$ cat src/design/irq_agg_defines.svh
`ifndef IRQ_AGG_DEFINES_SVH
`define IRQ_AGG_DEFINES_SVH

// ----------------------------------------
// Register offsets
// ----------------------------------------
`define SYS_CFG_ADDR       8'h00
`define MT_CTRL0_ADDR      8'h01
`define CSUM_ADDR          8'h02
`define PROT_SUM_ADDR      8'h03
`define IRQ_STATUS_ADDR    8'h04
`define IRQ_MASK_ADDR      8'h05
`define MODE_ADDR          8'h06
`define EVENT_ADDR         8'h07

// ----------------------------------------
// Field positions
// ----------------------------------------
`define ZC_OE_BIT          1
`define DET_OE_BIT         2
`define KEY_LSB            0
`define KEY_MSB            8
`define KEY_BAK_LSB        16
`define KEY_BAK_MSB        24
`define PDN_OE_BIT         3
`define XTAL_OE_BIT        4
`define WDT_OE_BIT         5
`define REF_OE_BIT         6
`define DET_EN_BIT         12
`define DET_LEN_LSB        8
`define DET_LEN_MSB        11

// ----------------------------------------
// Event indices
// ----------------------------------------
`define EV_SELFCHK         0
`define EV_CSUM            1
`define EV_ZC              2
`define EV_DET             3
`define EV_PDN             4
`define EV_WDT             5
`define EV_XTAL            6
`define EV_REF             7

// ----------------------------------------
// Reset values, checksum target and detect mode code
// ----------------------------------------
`define SYS_CFG_RST        32'h0000_0000
`define MT_CTRL0_RST       32'h0000_0000
`define CSUM_RST           32'h0000_0000
`define ALL_ONES           32'hffff_ffff
`define MODE_DETECT        2'h1

`endif

$ cat src/design/irq_agg_pkg.sv
`default_nettype none

package irq_agg_pkg;
   typedef struct packed {
      logic       zero_cross;
      logic       neg_polarity;
      logic       power_down;
      logic       wdt_overflow;
      logic       xtal_fail;
      logic       ref_damage;
      logic       cur_sample_valid;
      logic [23:0] cur_sample_abs;
   } event_in_type;

   typedef struct packed {
      logic [7:0]  addr;
      logic [31:0] wdata;
      logic        wr;
      logic        rd;
   } reg_req_type;
endpackage

`default_nettype wire

$ cat src/design/metering_interrupt_aggregator.sv
`timescale 1ns/10ps
`default_nettype none
`include "irq_agg_defines.svh"

module metering_interrupt_aggregator
   import irq_agg_pkg::*;
(
   // Clock and reset
   input  wire  logic        clock,
   input  wire  logic        nrst,
   // Register port
   input  wire  reg_req_type req,
   output var   logic [31:0] rdata,
   // Event sources (pins, synchronised here)
   input  wire  event_in_type events,
   input  wire  logic [23:0] det_threshold,
   // Host alert pin and interrupt
   output var   logic        alert,
   output var   logic        irq
);

   // ----------------------------------------
   // Input synchronisers
   // ----------------------------------------
   // Magnitude bits cross one by one; the source must hold them steady around each strobe
   event_in_type ev_s1_q;
   event_in_type ev_s2_q;

   always_ff @(posedge clock) begin
      if (!nrst) begin
         ev_s1_q <= '0;
         ev_s2_q <= '0;
      end else begin
         ev_s1_q <= events;
         ev_s2_q <= ev_s1_q;
      end
   end

   // ----------------------------------------
   // Configuration registers
   // ----------------------------------------
   logic [31:0] sys_cfg_q;
   logic [31:0] mt_ctrl0_q;
   logic [31:0] csum_q;
   logic [31:0] prot_sum_q;
   logic [7:0]  mask_q;
   logic [1:0]  mode_q;

   function automatic logic is_wr(input reg_req_type r, input logic [7:0] a);
      return r.wr && (r.addr == a);
   endfunction

   always_ff @(posedge clock) begin
      if (!nrst) begin
         sys_cfg_q  <= `SYS_CFG_RST;
         mt_ctrl0_q <= `MT_CTRL0_RST;
         csum_q     <= `CSUM_RST;
         prot_sum_q <= '0;
         mask_q     <= 8'hff;
         mode_q     <= 2'h0;
      end else begin
         if (is_wr(req, `SYS_CFG_ADDR)) begin
            sys_cfg_q <= req.wdata;
         end
         if (is_wr(req, `MT_CTRL0_ADDR)) begin
            mt_ctrl0_q <= req.wdata;
         end
         if (is_wr(req, `CSUM_ADDR)) begin
            csum_q <= req.wdata;
         end
         if (is_wr(req, `PROT_SUM_ADDR)) begin
            prot_sum_q <= req.wdata;
         end
         if (is_wr(req, `IRQ_MASK_ADDR)) begin
            mask_q <= req.wdata[7:0];
         end
         if (is_wr(req, `MODE_ADDR)) begin
            mode_q <= req.wdata[1:0];
         end
      end
   end

   // ----------------------------------------
   // Configuration checks
   // ----------------------------------------
   logic selfchk_err_q;
   logic csum_err_q;
   logic [31:0] cfg_total;

   always_comb begin
      cfg_total = prot_sum_q + csum_q;
   end

   // Both checks run every cycle, regardless of mode
   always_ff @(posedge clock) begin
      if (!nrst) begin
         selfchk_err_q <= 1'b0;
         csum_err_q    <= 1'b0;
      end else begin
         selfchk_err_q <= (sys_cfg_q[`KEY_BAK_MSB:`KEY_BAK_LSB] != ~sys_cfg_q[`KEY_MSB:`KEY_LSB]);
         csum_err_q    <= (cfg_total != `ALL_ONES);
      end
   end

   // ----------------------------------------
   // Current detection window
   // ----------------------------------------
   logic [3:0] det_run_q;
   logic       det_active_q;
   logic [3:0] det_len;

   always_comb begin
      det_len = mt_ctrl0_q[`DET_LEN_MSB:`DET_LEN_LSB];
   end

   // Run counter saturates so a long burst cannot wrap back below the window
   // consecutive sample count
   always_ff @(posedge clock) begin
      if (!nrst) begin
         det_run_q    <= 4'h0;
         det_active_q <= 1'b0;
      end else if (!mt_ctrl0_q[`DET_EN_BIT]) begin
         det_run_q    <= 4'h0;
         det_active_q <= 1'b0;
      end else if (ev_s2_q.cur_sample_valid) begin
         if (ev_s2_q.cur_sample_abs > det_threshold) begin
            if (det_run_q != 4'hf) begin
               det_run_q <= det_run_q + 4'h1;
            end
            if ((det_run_q + 4'h1) >= det_len) begin
               det_active_q <= 1'b1;
            end
         end else begin
            det_run_q    <= 4'h0;
            det_active_q <= 1'b0;
         end
      end
   end

   // ----------------------------------------
   // Event flags and status
   // ----------------------------------------
   logic [7:0] active;
   logic [7:0] status_q;
   logic       zc_prev_q;
   logic       zc_edge;

   always_comb begin
      zc_edge = ev_s2_q.neg_polarity ^ zc_prev_q;
      active                = 8'h00;
      active[`EV_SELFCHK]   = selfchk_err_q;
      active[`EV_CSUM]      = csum_err_q;
      active[`EV_ZC]        = zc_edge;
      active[`EV_DET]       = det_active_q;
      active[`EV_PDN]       = ev_s2_q.power_down;
      active[`EV_WDT]       = ev_s2_q.wdt_overflow;
      active[`EV_XTAL]      = ev_s2_q.xtal_fail;
      active[`EV_REF]       = ev_s2_q.ref_damage;
   end

   always_ff @(posedge clock) begin
      if (!nrst) begin
         zc_prev_q <= 1'b0;
      end else begin
         zc_prev_q <= ev_s2_q.neg_polarity;
      end
   end

   // Events merge after the clear so a same-cycle event is never lost
   // sticky flags, set beats clear
   always_ff @(posedge clock) begin
      if (!nrst) begin
         status_q <= 8'h00;
      end else if (is_wr(req, `IRQ_STATUS_ADDR)) begin
         status_q <= (status_q & ~req.wdata[7:0]) | active;
      end else begin
         status_q <= status_q | active;
      end
   end

   // ----------------------------------------
   // Alert pin combination
   // ----------------------------------------
   logic alert_d;
   logic det_unmasked;

   always_comb begin
      det_unmasked = (mode_q == `MODE_DETECT);
      alert_d = 1'b0;
      alert_d = alert_d | selfchk_err_q;
      alert_d = alert_d | csum_err_q;
      alert_d = alert_d | (sys_cfg_q[`ZC_OE_BIT] & ev_s2_q.neg_polarity);
      alert_d = alert_d | (det_active_q & (det_unmasked | sys_cfg_q[`DET_OE_BIT]));
      alert_d = alert_d | (ev_s2_q.power_down & mt_ctrl0_q[`PDN_OE_BIT]);
      alert_d = alert_d | (ev_s2_q.wdt_overflow & mt_ctrl0_q[`WDT_OE_BIT]);
      alert_d = alert_d | (ev_s2_q.xtal_fail & mt_ctrl0_q[`XTAL_OE_BIT]);
      alert_d = alert_d | (ev_s2_q.ref_damage & mt_ctrl0_q[`REF_OE_BIT]);
   end

   // One flop on the pin trades a cycle of delay for a glitch-free alert
   // registered pin drive
   always_ff @(posedge clock) begin
      if (!nrst) begin
         alert <= 1'b0;
         irq   <= 1'b0;
      end else begin
         alert <= alert_d;
         irq   <= |(status_q & ~mask_q);
      end
   end

   // ----------------------------------------
   // Read port
   // ----------------------------------------
   // Idle cycles return zero so stale data never lingers on the bus
   always_ff @(posedge clock) begin
      if (!nrst) begin
         rdata <= 32'h0000_0000;
      end else if (req.rd) begin
         if (req.addr == `SYS_CFG_ADDR) begin
            rdata <= sys_cfg_q;
         end else if (req.addr == `MT_CTRL0_ADDR) begin
            rdata <= mt_ctrl0_q;
         end else if (req.addr == `CSUM_ADDR) begin
            rdata <= csum_q;
         end else if (req.addr == `PROT_SUM_ADDR) begin
            rdata <= prot_sum_q;
         end else if (req.addr == `IRQ_STATUS_ADDR) begin
            rdata <= {24'h000000, status_q};
         end else if (req.addr == `IRQ_MASK_ADDR) begin
            rdata <= {24'h000000, mask_q};
         end else if (req.addr == `MODE_ADDR) begin
            rdata <= {30'h00000000, mode_q};
         end else if (req.addr == `EVENT_ADDR) begin
            rdata <= {24'h000000, active};
         end else begin
            rdata <= 32'h0000_0000;
         end
      end else begin
         rdata <= 32'h0000_0000;
      end
   end
endmodule
`default_nettype wire

$ cat config.mk
export PLATFORM = sky130hd
export DESIGN_NAME = metering_interrupt_aggregator
export DESIGN_NICKNAME = d
export VERILOG_FILES = /design/src/design/irq_agg_pkg.sv /design/src/design/metering_interrupt_aggregator.sv
export VERILOG_INCLUDE_DIRS = /design/src /design/src/design
export SDC_FILE = /design/constraint.sdc
export NUM_CORES = 1
export LEC_CHECK = 0
export ABC_AREA = 1
export BUFFER_PORTS_ARGS = -buffer_cell sky130_fd_sc_hd__buf_2
export CAP_MARGIN = 0
export CORE_MARGIN = 1.5
export CORE_UTILIZATION = 30
export CTS_BUF_LIST = sky130_fd_sc_hd__clkbuf_8
export DETAILED_ROUTE_END_ITERATION = 8
export RECOVER_POWER = 100
export SLEW_MARGIN = 30
export SYNTH_ARGS = -nofsm -noshare
export SYNTH_HDL_FRONTEND = slang
export SYNTH_SLANG_ARGS = --single-unit
$ cat constraint.sdc
create_clock -name clock -period 4.02 [get_ports clock]
set_clock_uncertainty 0.1 [all_clocks]
set_input_delay 0.402 -clock clock [delete_from_list [all_inputs] [get_ports clock]]
set_output_delay 0.402 -clock clock [all_outputs]
set_load 0.03 [all_outputs]
After elaboration in Yosys (flattened, before gate mapping)

Cells that the tools add are included.

Add/subtract/negate cells: 2
Multiply operators: 0
Divide/modulo/power cells: 0
Magnitude comparators: 2
Equal/unequal tests: 13
Shifts and indexed selects: 0
Muxes and demuxes: 13
Bitwise gates (word level): 22
Reductions and logical operators: 13

Operator list:

| cell                                                   | number |
|---|---|
| 2-to-1 mux 32 bit                                      | 4 |
| 2-to-1 mux 8 bit                                       | 5 |
| adder 32 bit                                           | 1 |
| == test 8 x 3 -> 1 bit (second input constant)         | 4 |
| inequality test 32 bit (second input constant)         | 1 |
| > comparator 24 bit                                    | 1 |
| bitwise AND 8 bit                                      | 2 |
| == test 8 x 2 -> 1 bit (second input constant)         | 2 |
| inverter 8 bit                                         | 2 |
| bitwise OR 8 bit                                       | 2 |
| inequality test 9 bit                                  | 1 |
| inverter 9 bit                                         | 1 |
| == test 8 x 1 -> 1 bit (second input constant)         | 1 |
| logical NOT 8 bit                                      | 1 |
| 2-to-1 mux 4 bit                                       | 2 |
| bitwise OR 1 bit                                       | 8 |
| AND reduction 2 bit                                    | 4 |
| OR reduction 8 bit                                     | 1 |
| logical AND 1 bit                                      | 7 |
| bitwise AND 1 bit                                      | 6 |
| adder 4 x 1 -> 4 bit (second input constant)           | 1 |
| greater-or-equal comparator 4 bit                      | 1 |
| inequality test 2 x 1 -> 1 bit (second input constant) | 2 |
| inequality test 4 bit (second input constant)          | 1 |
| 3 further kinds                                        | 4 |

Flip-flop bits (word level): 248
Latch bits: 0
RAM bits: 0
Bits in read-only memories: 0
Input bits: 99
Output and inout port bits: 34
Word-level logic and storage cells: 94
Memories kept: 0

Longest topological paths before layout

Depth in word-level cells: 9
Mapped depth: 19
Mapped depth without buffers: 19

Least setup slack after synthesis

No wires, ideal clock.

Path kind: register to register
From: register csum_q[0]
To: register csum_err_q
Setup time: 109 ps
Arrival: 1995 ps
Required time: 3811 ps
Setup slack: 1817 ps
Cell stages (with the launch flop): 18
Buffers on the path: 0
Clock period less this slack: 2203 ps
Path through: dfxtp_1 -> ha_1 -> inv_1 -> fa_1 -> inv_1 -> nand3_1 -> nand3_1 -> nand2_1 -> nand3_1 -> nand2_1 -> nand3b_1 -> nand2_1 -> nor2_1 -> nand3_1 -> nor2_1 -> nand3_1 -> nand2_1 -> inv_1

Longest elaborated chain between the ends: 2

Ends and longest elaborated chain:

| item                                    | line                                 | text |
|---|---|---|
| start, declared                         | metering_interrupt_aggregator.sv:44  | `logic [31:0] csum_q;` |
| start signal, assigned                  | metering_interrupt_aggregator.sv:57  | `` csum_q <= `CSUM_RST; `` |
| start signal, assigned                  | metering_interrupt_aggregator.sv:69  | `csum_q <= req.wdata;` |
| adder 32 bit                            | metering_interrupt_aggregator.sv:91  | `cfg_total = prot_sum_q + csum_q;` |
| inequality test 32 bit (no source line) | --                                   |  |
| end signal, assigned                    | metering_interrupt_aggregator.sv:101 | `` csum_err_q <= (cfg_total != `ALL_ONES); `` |
| end, declared                           | metering_interrupt_aggregator.sv:87  | `logic csum_err_q;` |

No other way between the ends.
A chain may end at the register's enable or synchronous reset.

==> results.yml <==
critical_path:
  cp.arrival_ns: 3.44
  r2r_end: "csum_err_q"
  critPathMaxFanout: 59
  worstSetupStartpoint: "nrst"
  crit_path_start_kind: "input port"
  crit_required_ns: 4.40
  ff2ff_path_depth: 19
  critPathKind: "input port to register"
  reg2reg_from: "prot_sum_q[0]"
  rrSetupSlack_ns: 1.29
  endpoint_kind: "register"
final_layout:
  nNetsFinal: 2123
  n_antenna_cell: 0
  area_delta_synth_final_pct: 18.7
  fill_cells: 4378
  multiInputGateArea_um2: 6020
  drive_gt1_share_pct: 11.2
  regArea_um2: 4960
  stdcell_count: 2526
synth:
  seq_area_frac_synth_pct: 39.8
  synthCells: 1794
  ys.flop_type: "dfxtp_1"
  synth_seq_cells: 248
  synth-edff-count: 0
  synthArstFlopShare_pct: 0
  ys.warnings.count: 0
  synth_cell_types: 45
  syn_area_um2: 12500
  syn_avg_cell_area_um2: 6.96
  synth_fp_nets: 1954
clock_tree:
  postCtsSetupRepairBufs: 0
  cts_sinks: 248
  worstSkewPairLatency_ns: 0.58
  cts_tree: "built"
  cts_max_path_buffers: 3
  clkTransAtPathRegs_ns: 0.06
  ctsResizeCount: 0
  cts_inserted_buffers: 43
  root_buffer: "clkbuf_8"
  htree_levels: 2
grt:
  grt_max_degree: 64
  grt_overflow_total: 0
  antenna_found_initial: 1
  grt_pass1_vias: 11300
  grt_usage_pct: 17.3
  grt_pass1_wl_um: 58900
routing:
  wirelength_um: 37000
  drt_iter0_markers: 653
  avgRoutedWirePerCell_um: 14.6
  antenna_left: 0
  vias: 11900
  drc_errors: 0
  drt_first_pass_iters: 7
  via_per_inst: 4.71
timing:
  slew_headroom_pct: -57.4
  hold_viol: 0
  rsz0062_at_grt: "false"
  fmax_mhz: 327
  fin_crit_sh_pct: 76.1
  worstMarginPinSlew_ns: 2.36
  fin_crit_ns: 3.06
  drv_slew: 59
  finalSetupViolations: 0
  finalSetupTns_ns: 0
die:
  die_h_um: 207
  die_w_um: 207
  start_util_pct: 30.5
  io-pin-count: 133
  core_area_um2: 40900
  rows: 74
  dieArea_um2: 42800
worst_hold_path:
  hp-class: "input port to register"
  hold_path_startpoint: "req[31]"
  min_path_cells: 3
  holdPathEnd: "mt_ctrl0_q[29]"
status:
  status: "finished with violations"
  violations: "capacitance limit, slew limit"
place:
  gp_congestion: 0.866
  hpwl_um: 27000
  dp_cells: 2404
  port-buffer-count: 131
pwr:
  vdd_drop_max_v: 0.000289
  leakage_nw: 7.35
  power_density_nw_per_um2: 343
job:
  drv_cap: 1
-- state kept, by name, indices dropped and copies added (netlist names), 2 cells and up --
name,flops
active,4
ev_s2_q,26
mode_q,2
prot_sum_q,32
csum_q,32
status_q,8
rdata,32
ev_s1_q,30
sys_cfg_q,32
det_run_q,4
mask_q,8
mt_ctrl0_q,32
-- synth_stat cells, types with 12 or more instances --
library cell	instances	area, µm²
nand2_1	399	1500
inv_2	13	48.8
inv_1	296	1110
o21ai_0	145	726
ha_1	60	751
nand4_1	19	119
nand3_1	50	250
dfxtp_1	248	4960
o21ai_1	18	90.1
o211ai_1	13	97.6
clkbuf_1	33	124
a21oi_1	113	566
a221oi_1	25	219
buf_2	13	65.1
nor2_1	221	830
nand2_2	16	100
xnor2_1	12	105
-- per-layer routing --
metal / up-vias / part of all wire, % / GRT usage [%] / routed length (µm)
met3: 60 / 5.2 / 2.84 / 1920
met5: - / 0.032 / 0 / 12
met1: 5466 / 45 / 22.2 / 16700
met4: 2 / 3.4 / 6.94 / 1250
li1: 6041 / - / - / -
met2: 321 / 46 / 29.0 / 17100
-- worst max path at each step --
stage / slack, ns / to / cells past startpoint
after floorplan: 1.82 / csum_err_q / 17
after global placement: 1.36 / csum_err_q / 19
after detailed placement: 1.32 / csum_err_q / 19
after CTS: 1.30 / csum_err_q / 19
after global routing: 0.74 / prot_sum_q[29] / 4
final: 0.96 / prot_sum_q[29] / 4
-- critical path, cell delays in order --
cell      delay (ns)
clkbuf_1        1.65
clkbuf_2        0.94
o21ai_0         0.23
a21oi_1         0.16
-- cell usage in the layout (no fill, tap or decap), types with 3 or more instances in the layout --
| master | netlist | final |
|---|---|---|
| clkinv_2 | 0 | 11 |
| dlygate4sd3_1 | 0 | 46 |
| xnor2_1 | 12 | 12 |
| inv_2 | 13 | 13 |
| o2111ai_1 | 3 | 3 |
| buf_2 | 13 | 96 |
| xor2_1 | 6 | 6 |
| o21ai_0 | 145 | 163 |
| clkbuf_8 | 0 | 48 |
| and2_1 | 3 | 3 |
| clkbuf_1 | 33 | 36 |
| nand3_2 | 5 | 5 |
| o21bai_1 | 3 | 3 |
| a211oi_1 | 5 | 6 |
| nor2_2 | 8 | 8 |
| buf_4 | 3 | 7 |
| nor3_4 | 3 | 3 |
| a21oi_1 | 113 | 113 |
| inv_1 | 296 | 307 |
| nor2_1 | 221 | 221 |
| nand2_1 | 399 | 399 |
| nand3b_1 | 9 | 9 |
| nand4_1 | 19 | 19 |
| o211ai_1 | 13 | 13 |
| nand3_1 | 50 | 50 |
| nand2_2 | 16 | 16 |
| a221oi_1 | 25 | 25 |
| o22ai_1 | 7 | 7 |
| ha_1 | 60 | 60 |
| dfxtp_1 | 248 | 248 |
| nor3_1 | 9 | 9 |
| nor2_4 | 5 | 5 |
-- timing repair --
item / 4_1_cts / 5_1_grt
setup endpoints to repair: 0 / 0
hold endpoints to repair: 56 / 0
hold buffers: 46 / 0
-- cell families (layout without fill, tap and decap cells) --
| logic type | after synthesis | count (layout) | synth area share, % |
|---|---|---|---|
| AOI/OAI and AO/OA | 344 | 344 | 15.5 |
| xor gates and xnor gates | 18 | 18 | 1.26 |
| adders and majority gates | 61 | 61 | 6.17 |
| buffers and inverters | 372 | 572 | 11.9 |
| and+or+nand+nor | 751 | 751 | 25.4 |
| DFF | 248 | 248 | 39.8 |
-- where the power goes --
part,switching [mW],leakage (nW),internal [mW]
Sequential,0.0160,2.01,2.50
Clock,1.06,0.491,1.24
Combinational,0.152,4.85,0.111
Total,1.23,7.35,3.85
-- through the flow --
step           hold slack (ns)  area, µm²  total power [mW]  utilization (%)  setup WS [ns]
2_1_floorplan            0.290      12500              2.69                -           1.82
3_3_place_gp             0.294      13600              2.79             33.1           1.36
3_5_place_dp             0.297      13600              2.79             33.1           1.32
4_1_cts                0.00251      14900              5.14             36.4           1.30
5_1_grt                 0.0190      14800              5.29             36.2          0.744
6_report                0.0243      14800              5.08             36.2          0.961
-- area by class of cell --
class                   count  share of cell area [%]
multi-input cells        1174                    40.6
flip-flops and latches    248                    33.5
inverters                 309                    7.83
repair buffers            187                    7.78
well taps                 532                    4.49
clock buffers              48                    4.46
clock inverters            28                    1.32
Power figures use the tool's default switching activity.
